===== src/hw/ppcm_pkg.sv =====
// Purpose: Shared constants for the control-pin logic block
// Assumes: 25 MHz system clock, 32-bit classic Wishbone register bus
// Notes: Byte offsets are word aligned; narrow registers sit in the low bits
package ppcm_pkg;
    localparam int N_EN = 6;
    localparam int N_RAIL = 8;
    localparam int N_GPO = 4;
    localparam int VSEL_W = 8;
    localparam int ADR_W = 8;

    // Clock and debounce timing
    localparam int CLK_PERIOD_NS = 40;
    localparam int DEB_TIME_NS = 1000;
    localparam int DEB_CYCLES = (DEB_TIME_NS + CLK_PERIOD_NS - 1) / CLK_PERIOD_NS;
    localparam int DEB_CNT_W = $clog2(DEB_CYCLES + 1);

    // Register byte offsets
    localparam logic [7:0] OFS_ENMAP0 = 8'h00;
    localparam logic [7:0] OFS_ENMAP5 = 8'h14;
    localparam logic [7:0] OFS_SLEEP_CFG = 8'h18;
    localparam logic [7:0] OFS_GPO_CFG = 8'h1c;
    localparam logic [7:0] OFS_GPO_PGMASK0 = 8'h20;
    localparam logic [7:0] OFS_GPO_PGMASK3 = 8'h2c;
    localparam logic [7:0] OFS_STATUS = 8'h30;
    localparam logic [7:0] OFS_VSEL0 = 8'h40;
    localparam logic [7:0] OFS_VSEL7 = 8'h5c;

    // Field positions
    localparam int SLP_MODE_A_BIT = 0;
    localparam int SLP_MODE_B_BIT = 1;
    localparam int SLP_GRP_A_LSB = 8;
    localparam int SLP_GRP_B_LSB = 16;
    localparam int GPO_SRC_LSB = 0;
    localparam int GPO_VAL_LSB = 4;
    localparam int GPO_PP_LSB = 8;
    localparam int STS_EN_LSB = 0;
    localparam int STS_RAIL_LSB = 8;
    localparam int STS_SLEEP_LSB = 16;
    localparam int STS_PG_LSB = 24;
    localparam int VSEL_SLEEP_LSB = 8;

    // Which enable inputs may act as sleep controls (third and sixth)
    localparam int SLP_IN_A = 2;
    localparam int SLP_IN_B = 5;

    // Values after reset
    localparam logic [N_RAIL-1:0] RST_ENMAP = 8'h00;
    localparam logic [31:0] RST_SLEEP_CFG = 32'h0000_0000;
    localparam logic [31:0] RST_GPO_CFG = 32'h0000_0000;
    localparam logic [N_RAIL-1:0] RST_PGMASK = 8'h00;
    localparam logic [15:0] RST_VSEL = 16'h0000;
endpackage : ppcm_pkg


===== src/hw/ppcm_debounce.sv =====
// Purpose: Two-stage synchroniser followed by a stability debouncer
// Assumes: Input may be asynchronous to clk_i
// Notes: Output changes only after the input holds a new level DEB_CYCLES clocks
`timescale 1ns/1ps
module ppcm_debounce #(
    parameter logic RST_LEVEL = 1'b0
) (
    input wire logic clk_i,      // System clock
    input wire logic rst_i,      // Async reset, active high
    input wire logic pin_i,      // Raw pin level
    output logic level_o         // Debounced level
);
    logic meta_r;
    logic sync_r;
    logic [ppcm_pkg::DEB_CNT_W-1:0] cnt_r;

    always_ff @(posedge clk_i or posedge rst_i) begin
        if (rst_i) begin
            meta_r <= RST_LEVEL;
            sync_r <= RST_LEVEL;
        end else begin
            meta_r <= pin_i;
            sync_r <= meta_r;
        end
    end

    always_ff @(posedge clk_i or posedge rst_i) begin
        if (rst_i) begin
            cnt_r <= '0;
            level_o <= RST_LEVEL;
        end else if (sync_r == level_o) begin
            cnt_r <= '0;
        end else if (cnt_r == ppcm_pkg::DEB_CNT_W'(ppcm_pkg::DEB_CYCLES - 1)) begin
            cnt_r <= '0;
            level_o <= sync_r;
        end else begin
            cnt_r <= cnt_r + 1'b1;
        end
    end
endmodule : ppcm_debounce


===== src/hw/ppcm_top.sv =====
// Purpose: Control-pin logic: rail enables, sleep control, interrupt and GPO pins
// Assumes: Classic Wishbone slave, 32-bit data, single clock CLK_I
// Notes: Open-drain pins drive low when their OE_N output is low
//
// Chosen here: the register offsets and the Wishbone interface to the registers.
`timescale 1ns/1ps

// Overview of operation
// High enable input turns its rail group on
// Sleep inputs low put chosen group asleep
// Sleeping rails use their sleep voltage code
// Interrupt pin pulls low while interrupt pending
// Outputs one to three: open-drain or push-pull
// Output source: power-good of rails, or bit
// Output four is always open-drain
// Inputs synchronised and debounced before use; only enable inputs are, power-good and interrupt level get one flop
module ppcm_top (
    input wire logic CLK_I,                          // System clock, 25 MHz
    input wire logic SYS_RST_I,                      // Async reset, active high
    input wire logic CYC_I,                          // Wishbone cycle
    input wire logic STB_I,                          // Wishbone strobe
    input wire logic WE_I,                           // Wishbone write enable
    input wire logic [7:0] ADR_I,                    // Wishbone byte address
    input wire logic [3:0] SEL_I,                    // Wishbone byte selects
    input wire logic [31:0] DAT_I,                   // Wishbone write data
    output logic [31:0] DAT_O,                       // Wishbone read data
    output logic ACK_O,                              // Wishbone acknowledge
    input wire logic [5:0] RAIL_GROUP_ENABLE_I,      // Enable pins 1..6
    input wire logic [7:0] RAIL_PG_I,                // Power-good per rail
    input wire logic IRQ_PENDING_I,                  // Interrupt pending level
    output logic [7:0] RAIL_EN_O,                    // Rail on request
    output logic [7:0] RAIL_SLEEP_O,                 // Rail in sleep state
    output logic [63:0] RAIL_VSEL_O,                 // Voltage code per rail
    output logic INTERRUPT_OUT_N_O,                  // Interrupt pin drive value
    output logic INTERRUPT_OUT_N_OE_N_O,             // Interrupt pin enable, low drives
    output logic [3:0] GENERAL_OUTPUT_O,             // Output pins drive value
    output logic [3:0] GENERAL_OUTPUT_OE_N_O         // Output pins enable, low drives
);
    localparam int NE = ppcm_pkg::N_EN;
    localparam int NR = ppcm_pkg::N_RAIL;
    localparam int NG = ppcm_pkg::N_GPO;
    localparam int VW = ppcm_pkg::VSEL_W;

    logic [NE-1:0] en_db;
    logic [NR-1:0] enmap_r [NE];
    logic [31:0] sleep_cfg_r;
    logic [31:0] gpo_cfg_r;
    logic [NR-1:0] pgmask_r [NG];
    logic [15:0] vsel_r [NR];
    logic ack_r;
    logic [31:0] rdat_r;
    logic req;
    logic wr_stb;
    logic [31:0] rdat_nxt;
    logic [NR-1:0] rail_en_nxt;
    logic [NR-1:0] rail_sleep_nxt;
    logic [NG-1:0] gpo_level;
    logic slp_mode_a;
    logic slp_mode_b;
    logic [NR-1:0] slp_grp_a;
    logic [NR-1:0] slp_grp_b;
    logic [NR-1:0] pg_r;

    function automatic logic [31:0] merge(input logic [31:0] old, input logic [31:0] wd,
                                          input logic [3:0] sel);
        logic [31:0] res;
        res = old;
        for (int b = 0; b < 4; b++) begin
            if (sel[b]) begin
                res[b*8 +: 8] = wd[b*8 +: 8];
            end
        end
        return res;
    endfunction : merge

    // Enable pins are synchronised and filtered before any rail acts on them
    for (genvar g = 0; g < NE; g++) begin : g_deb
        ppcm_debounce #(
            .RST_LEVEL(1'b0)
        ) u_deb (
            .clk_i(CLK_I),
            .rst_i(SYS_RST_I),
            .pin_i(RAIL_GROUP_ENABLE_I[g]),
            .level_o(en_db[g])
        );
    end

    // Bus slave: one wait state, ack drops the cycle after it was given
    assign req = CYC_I & STB_I;
    assign wr_stb = req & WE_I & ~ack_r;

    always_ff @(posedge CLK_I or posedge SYS_RST_I) begin
        if (SYS_RST_I) begin
            ack_r <= 1'b0;
        end else begin
            ack_r <= req & ~ack_r;
        end
    end

    // Read data stands only in the acknowledge cycle
    always_ff @(posedge CLK_I or posedge SYS_RST_I) begin
        if (SYS_RST_I) begin
            rdat_r <= 32'h0000_0000;
        end else begin
            rdat_r <= (req & ~ack_r & ~WE_I) ? rdat_nxt : 32'h0000_0000;
        end
    end

    assign ACK_O = ack_r;
    assign DAT_O = rdat_r;

    // Address decode; every register sits on a word boundary
    logic adr_word;
    logic hit_enmap;
    logic hit_sleep;
    logic hit_gpo;
    logic hit_pgmask;
    logic hit_status;
    logic hit_vsel;

    assign adr_word = (ADR_I[1:0] == 2'b00);
    assign hit_enmap = adr_word && ADR_I >= ppcm_pkg::OFS_ENMAP0
                       && ADR_I <= ppcm_pkg::OFS_ENMAP5;
    assign hit_sleep = (ADR_I == ppcm_pkg::OFS_SLEEP_CFG);
    assign hit_gpo = (ADR_I == ppcm_pkg::OFS_GPO_CFG);
    assign hit_pgmask = adr_word && ADR_I >= ppcm_pkg::OFS_GPO_PGMASK0
                        && ADR_I <= ppcm_pkg::OFS_GPO_PGMASK3;
    assign hit_status = (ADR_I == ppcm_pkg::OFS_STATUS);
    assign hit_vsel = adr_word && ADR_I >= ppcm_pkg::OFS_VSEL0
                      && ADR_I <= ppcm_pkg::OFS_VSEL7;

    // Enable-group maps
    always_ff @(posedge CLK_I or posedge SYS_RST_I) begin
        if (SYS_RST_I) begin
            for (int i = 0; i < NE; i++) begin
                enmap_r[i] <= ppcm_pkg::RST_ENMAP;
            end
        end else if (wr_stb && hit_enmap) begin
            enmap_r[ADR_I[4:2]] <= NR'(merge({24'h000000, enmap_r[ADR_I[4:2]]}, DAT_I, SEL_I));
        end
    end

    // Sleep and output configuration
    always_ff @(posedge CLK_I or posedge SYS_RST_I) begin
        if (SYS_RST_I) begin
            sleep_cfg_r <= ppcm_pkg::RST_SLEEP_CFG;
            gpo_cfg_r <= ppcm_pkg::RST_GPO_CFG;
        end else if (wr_stb && hit_sleep) begin
            sleep_cfg_r <= merge(sleep_cfg_r, DAT_I, SEL_I) & 32'h00ff_ff03;
        end else if (wr_stb && hit_gpo) begin
            gpo_cfg_r <= merge(gpo_cfg_r, DAT_I, SEL_I) & 32'h0000_07ff;
        end
    end

    // Power-good masks for the general outputs
    always_ff @(posedge CLK_I or posedge SYS_RST_I) begin
        if (SYS_RST_I) begin
            for (int i = 0; i < NG; i++) begin
                pgmask_r[i] <= ppcm_pkg::RST_PGMASK;
            end
        end else if (wr_stb && hit_pgmask) begin
            pgmask_r[ADR_I[3:2]] <= NR'(merge({24'h000000, pgmask_r[ADR_I[3:2]]}, DAT_I, SEL_I));
        end
    end

    // Normal and sleep voltage codes per rail
    always_ff @(posedge CLK_I or posedge SYS_RST_I) begin
        if (SYS_RST_I) begin
            for (int i = 0; i < NR; i++) begin
                vsel_r[i] <= ppcm_pkg::RST_VSEL;
            end
        end else if (wr_stb && hit_vsel) begin
            vsel_r[ADR_I[4:2]] <= 16'(merge({16'h0000, vsel_r[ADR_I[4:2]]}, DAT_I, SEL_I));
        end
    end

    // Read mux; unmapped addresses read zero and ignore writes
    always_comb begin
        rdat_nxt = 32'h0000_0000;
        if (ADR_I[1:0] == 2'b00) begin
            if (ADR_I <= ppcm_pkg::OFS_ENMAP5) begin
                rdat_nxt = {24'h000000, enmap_r[ADR_I[4:2]]};
            end else if (hit_sleep) begin
                rdat_nxt = sleep_cfg_r;
            end else if (hit_gpo) begin
                rdat_nxt = gpo_cfg_r;
            end else if (ADR_I >= ppcm_pkg::OFS_GPO_PGMASK0
                         && ADR_I <= ppcm_pkg::OFS_GPO_PGMASK3) begin
                rdat_nxt = {24'h000000, pgmask_r[ADR_I[3:2]]};
            end else if (hit_status) begin
                rdat_nxt[ppcm_pkg::STS_EN_LSB +: NE] = en_db;
                rdat_nxt[ppcm_pkg::STS_RAIL_LSB +: NR] = RAIL_EN_O;
                rdat_nxt[ppcm_pkg::STS_SLEEP_LSB +: NR] = RAIL_SLEEP_O;
                rdat_nxt[ppcm_pkg::STS_PG_LSB +: NR] = pg_r;
            end else if (ADR_I >= ppcm_pkg::OFS_VSEL0 && ADR_I <= ppcm_pkg::OFS_VSEL7) begin
                rdat_nxt = {16'h0000, vsel_r[ADR_I[4:2]]};
            end
        end
    end

    assign slp_mode_a = sleep_cfg_r[ppcm_pkg::SLP_MODE_A_BIT];
    assign slp_mode_b = sleep_cfg_r[ppcm_pkg::SLP_MODE_B_BIT];
    assign slp_grp_a = sleep_cfg_r[ppcm_pkg::SLP_GRP_A_LSB +: NR];
    assign slp_grp_b = sleep_cfg_r[ppcm_pkg::SLP_GRP_B_LSB +: NR];

    // Rail on/off from enable inputs; a pin in sleep mode no longer enables
    always_comb begin
        rail_en_nxt = '0;
        for (int i = 0; i < NE; i++) begin
            if (en_db[i] && !(i == ppcm_pkg::SLP_IN_A && slp_mode_a)
                && !(i == ppcm_pkg::SLP_IN_B && slp_mode_b)) begin
                rail_en_nxt = rail_en_nxt | enmap_r[i];
            end
        end
    end

    // Low on a sleep-mode pin puts its chosen group to sleep
    always_comb begin
        rail_sleep_nxt = '0;
        if (slp_mode_a && !en_db[ppcm_pkg::SLP_IN_A]) begin
            rail_sleep_nxt = rail_sleep_nxt | slp_grp_a;
        end
        if (slp_mode_b && !en_db[ppcm_pkg::SLP_IN_B]) begin
            rail_sleep_nxt = rail_sleep_nxt | slp_grp_b;
        end
    end

    always_ff @(posedge CLK_I or posedge SYS_RST_I) begin
        if (SYS_RST_I) begin
            RAIL_EN_O <= '0;
            RAIL_SLEEP_O <= '0;
        end else begin
            RAIL_EN_O <= rail_en_nxt;
            RAIL_SLEEP_O <= rail_sleep_nxt;
        end
    end

    // Voltage code follows the rail's state
    always_ff @(posedge CLK_I or posedge SYS_RST_I) begin
        if (SYS_RST_I) begin
            RAIL_VSEL_O <= '0;
        end else begin
            for (int i = 0; i < NR; i++) begin
                RAIL_VSEL_O[i*VW +: VW] <= rail_sleep_nxt[i]
                    ? vsel_r[i][ppcm_pkg::VSEL_SLEEP_LSB +: VW]
                    : vsel_r[i][VW-1:0];
            end
        end
    end

    // Interrupt pin: open drain, pulled low while pending
    always_ff @(posedge CLK_I or posedge SYS_RST_I) begin
        if (SYS_RST_I) begin
            INTERRUPT_OUT_N_O <= 1'b0;
            INTERRUPT_OUT_N_OE_N_O <= 1'b1;
        end else begin
            INTERRUPT_OUT_N_O <= 1'b0;
            INTERRUPT_OUT_N_OE_N_O <= ~IRQ_PENDING_I;
        end
    end

    // Power-good sampled into the clock domain
    always_ff @(posedge CLK_I or posedge SYS_RST_I) begin
        if (SYS_RST_I) begin
            pg_r <= '0;
        end else begin
            pg_r <= RAIL_PG_I;
        end
    end

    // Output configuration fields
    logic [NG-1:0] gpo_src;
    logic [NG-1:0] gpo_val;
    logic [NG-2:0] gpo_pp;

    assign gpo_src = gpo_cfg_r[ppcm_pkg::GPO_SRC_LSB +: NG];
    assign gpo_val = gpo_cfg_r[ppcm_pkg::GPO_VAL_LSB +: NG];
    assign gpo_pp = gpo_cfg_r[ppcm_pkg::GPO_PP_LSB +: NG - 1];

    // Output level: all selected rails good, or the software bit
    always_comb begin
        for (int i = 0; i < NG; i++) begin
            gpo_level[i] = gpo_src[i]
                ? gpo_val[i]
                : &(pg_r | ~pgmask_r[i]);
        end
    end

    // Stage type: push-pull drives both levels, open drain only pulls low
    always_ff @(posedge CLK_I or posedge SYS_RST_I) begin
        if (SYS_RST_I) begin
            GENERAL_OUTPUT_O <= '0;
            GENERAL_OUTPUT_OE_N_O <= '1;
        end else begin
            for (int i = 0; i < NG - 1; i++) begin
                if (gpo_pp[i]) begin
                    GENERAL_OUTPUT_O[i] <= gpo_level[i];
                    GENERAL_OUTPUT_OE_N_O[i] <= 1'b0;
                end else begin
                    GENERAL_OUTPUT_O[i] <= 1'b0;
                    GENERAL_OUTPUT_OE_N_O[i] <= gpo_level[i];
                end
            end
            GENERAL_OUTPUT_O[NG-1] <= 1'b0;
            GENERAL_OUTPUT_OE_N_O[NG-1] <= gpo_level[NG-1];
        end
    end
endmodule : ppcm_top


===== config.mk =====
export PLATFORM = sky130hd
export DESIGN_NAME = ppcm_top
export DESIGN_NICKNAME = d
export VERILOG_FILES = /design/src/hw/ppcm_pkg.sv /design/src/hw/ppcm_debounce.sv /design/src/hw/ppcm_top.sv
export SDC_FILE = /design/constraint.sdc
export NUM_CORES = 1
export LEC_CHECK = 0
export BUFFER_PORTS_ARGS = -buffer_cell sky130_fd_sc_hd__buf_2
export CAP_MARGIN = 25
export CELL_PAD_IN_SITES_DETAIL_PLACEMENT = 2
export CELL_PAD_IN_SITES_GLOBAL_PLACEMENT = 2
export CORE_MARGIN = 2
export CORE_UTILIZATION = 28
export CTS_BUF_LIST = sky130_fd_sc_hd__clkbuf_8
export DETAILED_ROUTE_END_ITERATION = 12
export PLACE_DENSITY_LB_ADDON = 0.1
export SKIP_CTS_REPAIR_TIMING = 1
export SLEW_MARGIN = 40
export SYNTH_ARGS = -nofsm -noshare
export SYNTH_HDL_FRONTEND = slang
export SYNTH_HIERARCHICAL = 1
export SYNTH_SLANG_ARGS = --single-unit

===== constraint.sdc =====
create_clock -name CLK_I -period 11.05 [get_ports CLK_I]
set_clock_uncertainty 0.2 [all_clocks]
set_input_delay 0.5525 -clock CLK_I [delete_from_list [all_inputs] [get_ports CLK_I]]
set_output_delay 0.5525 -clock CLK_I [all_outputs]
set_load 0.1 [all_outputs]

# Yosys cells after proc, flatten, opt, wreduce, memory -nomap -nowiden
# Index checks and enable logic that the tools add are counted.
[word_totals]
ff_bits = 414
out_inout_bits = 123
[classes]
muxes = 74
bitwise_logic = 31
n_reduce_logical = 39
addsub = 6
magnitude_cmp = 10
n_eq_ne = 15
[op_table]
columns = ["op", "n"]
rows = [
  ["$mux W8", 30],
  ["$mux W32", 6],
  ["$bwmux W128", 1],
  ["$or A8 B8 Y8", 10],
  ["$mux W16", 4],
  ["$mux W5", 12],
  ["$bmux W16 S3", 1],
  ["$bwmux W48", 1],
  ["$demux W16 S3", 1],
  ["$bwmux W32", 1],
  ["$not A8 Y8", 4],
  ["$reduce_and A8 Y1", 4],
  ["$add A5 B1 Y5 const B", 6],
  ["$eq A5 B5 Y1 const B", 6],
  ["$bmux W8 S3", 1],
  ["$demux W8 S3", 1],
  ["$mux W24", 1],
  ["$logic_and A1 B1 Y1", 19],
  ["$reduce_and A2 Y1", 9],
  ["$bmux W8 S2", 1],
  ["$demux W8 S2", 1],
  ["$eq A8 B5 Y1 const B", 2],
  ["$mux W1", 10],
  ["$not A1 Y1", 10],
  ["other kinds (20)", 33],
]

# Logic depth before layout (Yosys ltp)
# Gate-level depths: netlist (run 1).
[logic_depth]
depth_word = 12
ltp_mapped = 10

# Cells and area by module
# Netlist (run 1), hierarchy kept.
[by_module_without_submodules]
columns = ["mod", "cells_each", "seq_area_each_um2", "instances", "area_per_inst_um2"]
rows = [
  ["ppcm_top", 1422, 9165.0, 1, 15965.3],
  ["ppcm_debounce", 27, 200.2, 6, 341.6],
]

# Least setup slack after synthesis (run 1)
# No wires, ideal clock.
[synth_path]
kind = "register to register"
from = "register ack_r (netlist: ACK_O)"
to = "register vsel_r[54] (netlist name)"
required_time_ns = 10.725
path_buffers = 3
t_arrival_ns = 2.400
path_stages_with_launch = 9
slack_ns = 8.325
setup_ns = 0.125
cell_sequence = "dfrtp_1 and4b_1 clkbuf_1 nand2_1 nor2_1 buf_2 nand2_1 clkbuf_1 mux2_2"
[synth_between]
elab_chain_len = 3
[synth_lines]
columns = ["element", "line_no", "source"]
rows = [
  ["from (decl)", "ppcm_top.sv:50", "logic ack_r;"],
  ["from (signal assigned)", "ppcm_top.sv:96", "ack_r <= req & ~ack_r;"],
  ["$not A1 Y1", "ppcm_top.sv:90", "assign wr_stb = req & WE_I & ~ack_r;"],
  ["$and A1 B1 Y1", "ppcm_top.sv:90", ""],
  ["$logic_and A1 B1 Y1", "ppcm_top.sv:172", "end else if (wr_stb && hit_vsel) begin"],
  ["to (signal, indexed assignment)", "ppcm_top.sv:170", "vsel_r[i] <= ppcm_pkg::RST_VSEL;"],
  ["to (signal, indexed assignment)", "ppcm_top.sv:173", "vsel_r[ADR_I[4:2]] <= 16'(merge({16'h0000, vsel_r[ADR_I[4:2]]}, DAT_I, SEL_I));"],
  ["to (decl)", "ppcm_top.sv:49", "logic [15:0] vsel_r [NR];"],
]
# Every way passes these cells.
# A chain may end at the register's enable or synchronous reset.

# Final worst setup path (run 1)
[layout_path]
from = "register ack_r (netlist: ACK_O)"
to = "register vsel_r[6] (netlist name)"
# Same word-level chain as after synthesis.

==> reports/metrics.cfg, run 1 <==
[run_status]
outcome=complete, no violations

[logic_synthesis]
post_synth_num_cell_types=59
synth_top_cells_by_area=sky130_fd_sc_hd__dfrtp_1 57%, sky130_fd_sc_hd__mux2_2 8.0%, sky130_fd_sc_hd__o21ai_0 5.5%
synth-warning-count=6
synth_seq_cells=414
yosysSeqAreaShare_pct=57.5
post_synth_most_frequent_cells=409 x sky130_fd_sc_hd__dfrtp_1, 246 x sky130_fd_sc_hd__nand2_1, 198 x sky130_fd_sc_hd__o21ai_0
synthDominantAreaCellType=sky130_fd_sc_hd__dfrtp_1
ys_dominant_reg_cell=sky130_fd_sc_hd__dfrtp_1
synthSimpleGateAreaFrac_pct=11.1
async_flop_share_pct=100
xor_xnor_share_of_the_synthesized_area_pct=1.17
netlist.area_leader.share_pct=56.8
synthesis.instances=1584
area_fraction_in_compound_gates_after_synthesis_pct=11.8
syn-mean-instance-area_um2=11.4
netlist_area_before_placement_um2=18000
muxShareOfSynthArea_pct=14.5
main_combinational_cell_family_by_area_after_synthesis=multiplexers
synth.most_common_cell=sky130_fd_sc_hd__dfrtp_1
synth_adder_area_share_pct=0.833
synth_edf_count=0

[clock_network]
root_buffer=sky130_fd_sc_hd__clkbuf_8
tritoncts.num_buffers=78
cts.path.max_buffers=3
clkLatencyLatePin_ps=660
h_tree_levels=3
cts_tree=done
clkSinkCount=414
clkTransAtPathRegs_ps=60

[pwr]
power_density_nw_per_um2=151
p_sw_share_pct=25.8
share_clk_of_total_power_pct=45.9
total_power_mw=3.27
leakagePower_nw=10.5
vdd_drop_max_uv=58.0
net-switching-power_mw=0.843
intPower_mw=2.43
comb_power_share_pct=6.7
power.sequential.fraction_pct=47.5

[cells_and_area]
syn2layout_area_growth_pct=20.3
drive_above_1_share_pct=27.7
fin_cells=2701
finish.net_count=1876
post-route-cell-area_um2=21700
fin_util_pct=34.2
seq_area_um2=10400
multiInputGateArea_um2=7190
layout.filler_cells=6755

[sta]
totalNegativeSetupSlack_ps=0
setup_ws_ps=7560
final_period_minus_worst_setup_slack_ps=3490
tightest_slew_ps=831
final_max_slew_viols=0
setup_viol=0
finalHoldViolations=0
layout_worst_path_cycle_share_pct=31.6
rsz_0062_raised_after_global_routing=false
holdWs_ps=22.1
slew-limit-headroom_pct=44.0
max_freq_mhz=286

[die]
initial_core_util_pct=28.5
top_level_ports=187
fp.dieH_um=258
fp.dieW_um=258
core-area_um2=63300
die_outline_area_um2=66400
core.rowCount=92

[routing]
firstDrtPassIters=4
drtAntennaViolNets=0
routed_wirelength_mm=67.7
via_count=13400
route.detailed.drc=0
post_drt_wl_per_cell_um=25.1
detail_route.vias_per_cell=4.98
met2RoutedLength_mm=30.9
drt-met1-wl_mm=31.8
wl_met3_mm=3.06
detail_route.iter0.violations=758
route.top_layer_used=met5

[critical_path]
critical_path_required_time_ps=11390
critPathSlowestCell=sky130_fd_sc_hd__nand4_1
crit_fanout=12
critical_path.top_delay_family=simple AND/OR/NAND/NOR gates
worstSetupEndpointType=flop
worstPathBufferInverterCount=0
path_class=flop to flop
cp_data_arrival_time_ps=3830
critPathMaxStageDelay_ps=720
path_cells=and4b_1 -> nand2_1 -> nor2_2 -> nand4_1 -> mux2_2
startpoint_type=flop

[flow_run]
max_cap_violations=0

[grt]
grt_start_max_net_pins=130
grt_util_all_layers_pct=20.7
grt_pass1_vias=14800
initial_antenna_violation_count=6
grt_first_pass_wirelength_mm=102
global_route.overflow_total=0

[place]
post-dp-hpwl_mm=47.8
post-place-cells=2535
io_buffers=175
gp_routability_congestion=0.761
placedInstanceArea_um2=19800
worst_setup_slack_before_clock_tree_synthesis_ps=7080

[min_path]
hp-class=input port to flop

-- per-layer routing --
metal | up-vias | track usage [%]
met3 | 117 | 4.05
li1 | 5995 | -
met2 | 300 | 32.0
met5 | - | 0
met1 | 7033 | 28.8
met4 | 4 | 7.55
-- power by group through the flow --
stage / combinational (mW) / clock (mW) / sequential, mW
2_1_floorplan: 0.106 / 0 / 1.60
3_3_place_gp: 0.206 / 0 / 1.58
3_5_place_dp: 0.212 / 0 / 1.58
4_1_cts: 0.213 / 1.57 / 1.55
5_1_grt: 0.238 / 1.63 / 1.56
6_report: 0.218 / 1.50 / 1.55
-- final timing paths --
path	end	slack, ps	cells after the start	startpoint
setup / recovery	vsel_r[6]	7560	5	ACK_O
hold reg to reg	g_deb[0].u_deb/sync_r	150	0	g_deb[0].u_deb/meta_r
max in group asynchronous	RAIL_VSEL_O[6]	8360	5	SYS_RST_I
min in group asynchronous	g_deb[1].u_deb/cnt_r[1]	340	3	SYS_RST_I
hold / removal	sleep_cfg_r[13]	20	2	DAT_I[13]
setup reg to reg	vsel_r[6]	7560	5	ACK_O
-- layout by cell type (no fill, tap or decap), types with 6 or more instances in the layout --
cell,instances
sky130_fd_sc_hd__nor2b_1,7
sky130_fd_sc_hd__clkinv_2,7
sky130_fd_sc_hd__a22o_1,8
sky130_fd_sc_hd__nand4b_4,6
sky130_fd_sc_hd__mux2_2,128
sky130_fd_sc_hd__nand4_1,7
sky130_fd_sc_hd__o21ai_0,196
sky130_fd_sc_hd__nand3_1,32
sky130_fd_sc_hd__nand2b_1,9
sky130_fd_sc_hd__and2_1,10
sky130_fd_sc_hd__mux2i_1,45
sky130_fd_sc_hd__nor2_1,76
sky130_fd_sc_hd__xor2_1,18
sky130_fd_sc_hd__a211oi_1,6
sky130_fd_sc_hd__dfrtp_1,409
sky130_fd_sc_hd__buf_4,17
sky130_fd_sc_hd__xnor2_1,6
sky130_fd_sc_hd__mux2_1,6
sky130_fd_sc_hd__inv_1,55
sky130_fd_sc_hd__a22oi_1,55
sky130_fd_sc_hd__clkbuf_8,101
sky130_fd_sc_hd__mux4_2,28
sky130_fd_sc_hd__ha_1,12
sky130_fd_sc_hd__a21oi_1,48
sky130_fd_sc_hd__dlygate4sd3_1,31
sky130_fd_sc_hd__o22ai_1,7
sky130_fd_sc_hd__nand2_1,242
sky130_fd_sc_hd__buf_2,173
sky130_fd_sc_hd__and3_1,10
-- worst register-to-register path, cell delays in order (launching register included) --
cell and delay (ps):
sky130_fd_sc_hd__dfrtp_1 390, sky130_fd_sc_hd__and4b_1 620, sky130_fd_sc_hd__nand2_1 290, sky130_fd_sc_hd__nor2_2 640, sky130_fd_sc_hd__nand4_1 730, sky130_fd_sc_hd__mux2_2 520
-- kinds of logic (layout without fill, tap and decap cells) --
logic type | count (synthesis) | count (layout)
flip-flops | 414 | 414
adder cells (fa/ha/maj) | 12 | 12
XOR/XNOR | 24 | 24
AND/OR/NAND/NOR | 433 | 433
buffers and inverters | 127 | 394
multiplexers | 210 | 210
other | 1 | 5
AO/OA/AOI/OAI | 363 | 363
-- sequential cells by signal, summed over array words and instances, names as in the netlist, 6 cells and up --
name and cells:
RAIL_VSEL_O 64, DAT_O 32, enmap_r 48, sleep_cfg_r 18, vsel_r 128, RAIL_SLEEP_O 8
gpo_cfg_r 11, g_deb.u_deb/sync_r 6, g_deb.u_deb/meta_r 6, pgmask_r 32, RAIL_EN_O 8, g_deb.u_deb/cnt_r 30
pg_r 8, g_deb.u_deb/level_o 6
-- layout make-up --
type | count | share of cell area, %
Timing Repair Buffer | 226 | 6.27
Antenna cell | 3 | 0.0346
Inverter | 36 | 0.681
Tap cell | 846 | 4.88
Sequential cell | 414 | 47.8
Multi-Input combinational cell | 1044 | 33.2
Clock buffer | 101 | 6.41
Clock inverter | 31 | 0.716
(Power assumes the default switching activity.)
==> inputs of run 2 (changes only) <==
==> constraint.sdc (replaced) <==
create_clock -name CLK_I -period 3.4 [get_ports CLK_I]
set_clock_uncertainty 0.2 [all_clocks]
set_input_delay 0.17 -clock CLK_I [delete_from_list [all_inputs] [get_ports CLK_I]]
set_output_delay 0.17 -clock CLK_I [all_outputs]
set_load 0.1 [all_outputs]
==> reports/metrics.cfg, run 2 (synthesis results as in run 1) <==
[run_status]
outcome=finished with violations
violated_checks=negative hold slack

[critical_path]
path_cells=dlygate4sd3_1 -> buf_2 -> or3_1 -> nor3_4 -> and2_1 -> nand3_2 -> mux2_2 -> dlygate4sd3_1
crit_path_frequent_cell=sky130_fd_sc_hd__dlygate4sd3_1
startpoint_type=input port
cp_data_arrival_time_ps=3400  ; -430 ps
worstSetupEndpointType=flop
critPathSlowestCell=sky130_fd_sc_hd__or3_1
crit_fanout=10  ; -2
critical_path_required_time_ps=3740  ; -7650 ps
critPathMaxStageDelay_ps=580  ; -140 ps
path_class=input port to flop

[routing]
firstDrtPassIters=5  ; +1
drtAntennaViolNets=0  ; unchanged
route.detailed.drc=0  ; unchanged
detail_route.iter0.violations=857  ; +13%
post_drt_wl_per_cell_um=24.8  ; -0.94%
via_count=13900  ; +3.1%
detail_route.vias_per_cell=4.94  ; -0.76%
routed_wirelength_mm=69.7  ; +2.9%

[sta]
finalHoldViolations=1  ; +1
setup_viol=0  ; unchanged
final_max_slew_viols=0  ; unchanged
tightest_slew_ps=796  ; -35.4 ps
holdWs_ps=-23.4  ; -45.6 ps
rsz_0062_raised_after_global_routing=false
final_period_minus_worst_setup_slack_ps=3060
totalNegativeSetupSlack_ps=0  ; unchanged
max_freq_mhz=327
layout_worst_path_cycle_share_pct=89.9
slew-limit-headroom_pct=46.8  ; +2.8 points

[clock_network]
root_buffer=sky130_fd_sc_hd__clkbuf_8
tritoncts.num_buffers=77  ; -1.3%
h_tree_levels=3  ; unchanged
clkLatencyLatePin_ps=660  ; about the same
clkSinkCount=414  ; unchanged
cts.path.max_buffers=3  ; unchanged
cts_tree=done
clkTransAtPathRegs_ps=60  ; about the same

[place]
gp_routability_congestion=0.797  ; +4.7%
io_buffers=175  ; unchanged
post-place-cells=2594  ; +2.3%
post-dp-hpwl_mm=49.9  ; +4.4%

[cells_and_area]
layout.cells.most_common=sky130_fd_sc_hd__dfrtp_1
drive_above_1_share_pct=28.3  ; +0.61 points
finish.net_count=1973  ; +5.2%
largest_register_ffs=128  ; unchanged
layout.filler_cells=6773  ; +0.27%
seq_area_um2=10400  ; unchanged
fin_cells=2805  ; +3.9%
register_bank_with_the_most_flops=vsel_r
multiInputGateArea_um2=7120  ; -0.96%
syn2layout_area_growth_pct=24.6
layout_top_registers=vsel_r x128, RAIL_VSEL_O x64, enmap_r x48
final_cell_mix=409 x sky130_fd_sc_hd__dfrtp_1, 246 x sky130_fd_sc_hd__nand2_1, 197 x sky130_fd_sc_hd__o21ai_0

[die]
die_outline_area_um2=66400  ; unchanged
fp.dieH_um=258  ; unchanged
core-area_um2=63300  ; unchanged
top_level_ports=187  ; unchanged
initial_core_util_pct=28.5  ; unchanged
fp.dieW_um=258  ; unchanged
core.rowCount=92  ; unchanged

[grt]
grt_start_max_net_pins=88  ; -32%
grt_pass1_vias=14900  ; +0.20%
grt_first_pass_wirelength_mm=102  ; about the same
global_route.overflow_total=0  ; unchanged
grt_util_all_layers_pct=20.8  ; +0.095 points
initial_antenna_violation_count=7  ; +1

[flow_run]
max_cap_violations=0  ; unchanged

[pwr]
net-switching-power_mw=2.80  ; +230%
leakagePower_nw=10.9  ; +4.5%
intPower_mw=7.86  ; +220%
comb_power_share_pct=7.2  ; +0.5 points
power_density_nw_per_um2=475  ; +210%
share_clk_of_total_power_pct=45.5  ; -0.4 points
p_sw_share_pct=26.3  ; +0.47 points
power.sequential.fraction_pct=47.4  ; about the same
vdd_drop_max_uv=167  ; +190%

[min_path]
hp-class=input port to flop

-- run 2: changes by cell type in the layout (fill, tap and decap cells not counted), moves of 4 or more --
cell | before | now
sky130_fd_sc_hd__buf_4 | 17 | 78
sky130_fd_sc_hd__dlygate4sd3_1 | 31 | 70
sky130_fd_sc_hd__clkbuf_8 | 101 | 93
sky130_fd_sc_hd__inv_1 | 55 | 63
sky130_fd_sc_hd__buf_6 | 5 | 0
sky130_fd_sc_hd__clkinvlp_4 | 1 | 5
sky130_fd_sc_hd__nand2_1 | 242 | 246
sky130_fd_sc_hd__nand2_2 | 4 | 0
-- run 2: stage by stage --
step,util [%],hold slack (ps),setup slack (ps),power (mW),instance area (um2)
finish,35.4,-23.4,342,10.7,22400
global route,35.4,-0.106,313,11.2,22400
CTS,34.3,-684,616,10.8,21700
detailed placement,31.9,56.4,333,5.85,20200
global placement,31.9,45.4,349,5.84,20200
floorplan,-,-214,-1880,5.55,18000
-- run 2: critical path, delay by kind of cell --
family / cells / cell delay [ps]
buffers and inverters: 3 / 1300
multiplexers: 1 / 350
AND/OR/NAND/NOR: 4 / 1560
-- run 2: layout make-up --
cell class              instances  share of cell area (%)
multi-input cells            1044                    31.7
inverters                      36                   0.619
well taps                     846                    4.72
clock inverters                46                    1.15
clock buffers                  93                    5.70
diodes                          2                  0.0223
repair buffers                324                    9.86
flip-flops and latches        414                    46.2
-- run 2: final timing paths --
kind                       slack [ps]                 endpoint  cells after the start                   from
hold reg to reg                   150    g_deb[4].u_deb/sync_r                      0  g_deb[4].u_deb/meta_r
min in group asynchronous         600  g_deb[0].u_deb/cnt_r[1]                      4              SYS_RST_I
setup reg to reg                  610               vsel_r[99]                      7                  ACK_O
max in group asynchronous        1440          RAIL_VSEL_O[38]                      5              SYS_RST_I
hold / removal                    -20            gpo_cfg_r[10]                      4               SEL_I[1]
setup / recovery                  340          sleep_cfg_r[21]                      8               ADR_I[5]
-- run 2: power by group through the flow --
stage                     Sequential [mW]  Clock (mW)  Combinational (mW)
after floorplan                      5.20           0               0.344
after global placement               5.13           0               0.702
after detailed placement             5.14           0               0.715
after CTS                            5.05        5.05               0.718
after global routing                 5.05        5.27               0.827
final                                5.05        4.84               0.762
-- run 2: routing by layer --
metal	part of all wire (%)	global-route usage, %	routed length (um)	vias to the layer above
li1	-	-	-	6191
met1	46	28.7	32100	7250
met2	47	33.2	32700	318
met5	0.033	0	23	-
met3	5.1	4.33	3560	97
met4	1.9	5.49	1350	4
==> inputs of run 3 (changes only) <==
--- a/config.mk
+++ b/config.mk
@@ -12,6 +12,7 @@
 export CORE_MARGIN = 2
 export CORE_UTILIZATION = 28
 export CTS_BUF_LIST = sky130_fd_sc_hd__clkbuf_8
+export CTS_CLUSTER_DIAMETER = 200
 export DETAILED_ROUTE_END_ITERATION = 12
 export PLACE_DENSITY_LB_ADDON = 0.1
 export SKIP_CTS_REPAIR_TIMING = 1
@@ -20,3 +21,4 @@
 export SYNTH_HDL_FRONTEND = slang
 export SYNTH_HIERARCHICAL = 1
 export SYNTH_SLANG_ARGS = --single-unit
+export TNS_END_PERCENT = 50
==> constraint.sdc (replaced) <==
create_clock -name CLK_I -period 3.7 [get_ports CLK_I]
set_clock_uncertainty 0.2 [all_clocks]
set_input_delay 0.185 -clock CLK_I [delete_from_list [all_inputs] [get_ports CLK_I]]
set_output_delay 0.185 -clock CLK_I [all_outputs]
set_load 0.1 [all_outputs]
==> reports/metrics.cfg, run 3 (synthesis results as in run 1) <==
[routing]
drt-met1-wl_mm=32.3  ; +0.70%
route.top_layer_used=met5
via_count=13800  ; -0.64%
route.detailed.drc=0  ; unchanged
drtAntennaViolNets=0  ; unchanged
wl_met3_mm=3.13  ; -12%
detail_route.iter0.violations=729  ; -15%
routed_wirelength_mm=68.8  ; -1.3%
met2RoutedLength_mm=31.3  ; -4.1%
detail_route.vias_per_cell=4.94  ; -0.11%
post_drt_wl_per_cell_um=24.7  ; -0.76%
firstDrtPassIters=4  ; -1

[sta]
setup_ws_ps=785  ; +443 ps
finalHoldViolations=15  ; +14
max_freq_mhz=343
final_period_minus_worst_setup_slack_ps=2910
rsz_0062_raised_after_global_routing=false
slew-limit-headroom_pct=43.9  ; -2.9 points
tightest_slew_ps=818  ; +22.0 ps
final_max_slew_viols=0  ; unchanged
holdWs_ps=-17.7  ; +5.74 ps
totalNegativeSetupSlack_ps=0  ; unchanged
setup_viol=0  ; unchanged
layout_worst_path_cycle_share_pct=78.8

[cells_and_area]
fin_util_pct=35.4  ; -0.049 points
syn2layout_area_growth_pct=24.4
drive_above_1_share_pct=28.1  ; -0.16 points
finish.net_count=1957  ; -0.81%
final_cell_mix=409 x sky130_fd_sc_hd__dfrtp_1, 246 x sky130_fd_sc_hd__nand2_1, 197 x sky130_fd_sc_hd__o21ai_0
layout.cells.most_common=sky130_fd_sc_hd__dfrtp_1
largest_register_ffs=128  ; unchanged
layout_top_registers=vsel_r x128, RAIL_VSEL_O x64, enmap_r x48
register_bank_with_the_most_flops=vsel_r

[grt]
grt_pass1_vias=14900  ; +0.30%
grt_start_max_net_pins=110  ; +25%
grt_util_all_layers_pct=20.7  ; -0.058 points
initial_antenna_violation_count=5  ; -2
grt_first_pass_wirelength_mm=102  ; +0.41%
global_route.overflow_total=0  ; unchanged

[critical_path]
timing.critical_path.from=ADR_I[5]
critPathSlowestCell=sky130_fd_sc_hd__or3_1
critical_path.reg2reg.startpoint=ACK_O
worstSetupEndpointType=flop
crit_path_frequent_cell=sky130_fd_sc_hd__dlygate4sd3_1
path_cells=dlygate4sd3_1 -> buf_2 -> or3_1 -> nor3_4 -> and2_1 -> nand3_2 -> mux2_2 -> dlygate4sd3_1
path_class=input port to flop
crit_fanout=10  ; unchanged
startpoint_type=input port
critPathMaxStageDelay_ps=600  ; +20 ps
critical_path_required_time_ps=4030  ; +290 ps
cp_data_arrival_time_ps=3240  ; -160 ps
r2r_slack_ps=920  ; +310 ps

[die]
core.rowCount=92  ; unchanged
die_outline_area_um2=66400  ; unchanged
fp.dieW_um=258  ; unchanged
fp.dieH_um=258  ; unchanged
initial_core_util_pct=28.5  ; unchanged
core-area_um2=63300  ; unchanged
top_level_ports=187  ; unchanged

[pwr]
power.sequential.fraction_pct=46.8  ; -0.6 points
p_sw_share_pct=26.1  ; -0.19 points
intPower_mw=7.33  ; -6.7%
power_density_nw_per_um2=442  ; -6.8%
net-switching-power_mw=2.58  ; -7.6%
leakagePower_nw=10.9  ; -0.44%
vdd_drop_max_uv=201  ; +21%
comb_power_share_pct=7.0  ; -0.2 points
share_clk_of_total_power_pct=46.2  ; +0.7 points

[clock_network]
h_tree_levels=3  ; unchanged
clkSinkCount=414  ; unchanged
clkLatencyLatePin_ps=680  ; +20 ps
tritoncts.num_buffers=76  ; -1.3%
cts.path.max_buffers=3  ; unchanged
clkTransAtPathRegs_ps=60  ; about the same
root_buffer=sky130_fd_sc_hd__clkbuf_8
cts_tree=done

[flow_run]
max_cap_violations=0  ; unchanged

[place]
post-dp-hpwl_mm=49.2  ; -1.4%
gp_routability_congestion=0.784  ; -1.5%
worst_setup_slack_before_clock_tree_synthesis_ps=726  ; +393 ps
io_buffers=175  ; unchanged

[run_status]
outcome=finished with violations
violated_checks=negative hold slack

[min_path]
hp-class=input port to asynchronous set/reset pin

[run 3: cell count changes in the layout (fill, tap and decap cells not counted), sizes merged]
cell and change:
buf -14, clkbuf +5, clkinv -3, clkinvlp -2, diode +2, inv -2
dlygate4sd3 -1
[run 3: final cells by class]
cell class	count	area (um2)
Fill cell	6740	40900
Timing Repair Buffer	309	2110
Multi-Input combinational cell	1044	7130
Tap cell	846	1060
Inverter	36	139
Antenna cell	4	10.0
Clock buffer	98	1350
Clock inverter	39	246
Sequential cell	414	10400
[run 3: stage by stage]
stage / instance area (um2) / total power [mW] / instances
floorplan: 18000 / 5.10 / 1585
global placement: 20100 / 5.36 / 2580
detailed placement: 20100 / 5.37 / 2580
CTS: 21700 / 10.1 / 2717
global route: 22400 / 10.4 / 2788
finish: 22400 / 9.91 / 2790
[run 3: metal layers]
layer	up-vias	global-route usage, %
met5	-	0
met4	2	7.79
met3	101	4.53
met2	289	31.8
met1	7196	28.7
li1	6183	-
[run 3: worst paths after layout]
check,endpoint,cells past startpoint
min in group CLK_I,gpo_cfg_r[3],4
hold / removal,enmap_r[3],3
setup reg to reg,enmap_r[42],5
setup / recovery,sleep_cfg_r[22],8
max in group asynchronous,RAIL_VSEL_O[53],4
hold reg to reg,g_deb[1].u_deb/sync_r,0
[run 3: power groups by stage]
stage | Sequential (mW) | Combinational [mW] | Clock (mW)
6_report | 4.64 | 0.695 | 4.58
5_1_grt | 4.64 | 0.756 | 4.98
4_1_cts | 4.64 | 0.655 | 4.77
3_5_place_dp | 4.72 | 0.652 | 0
3_3_place_gp | 4.72 | 0.643 | 0
2_1_floorplan | 4.78 | 0.316 | 0
[run 3: critical path, delay by kind of cell]
family,cells,cell delay (ps)
buffers and inverters,3,1300
muxes,1,360
and+or+nand+nor,4,1390
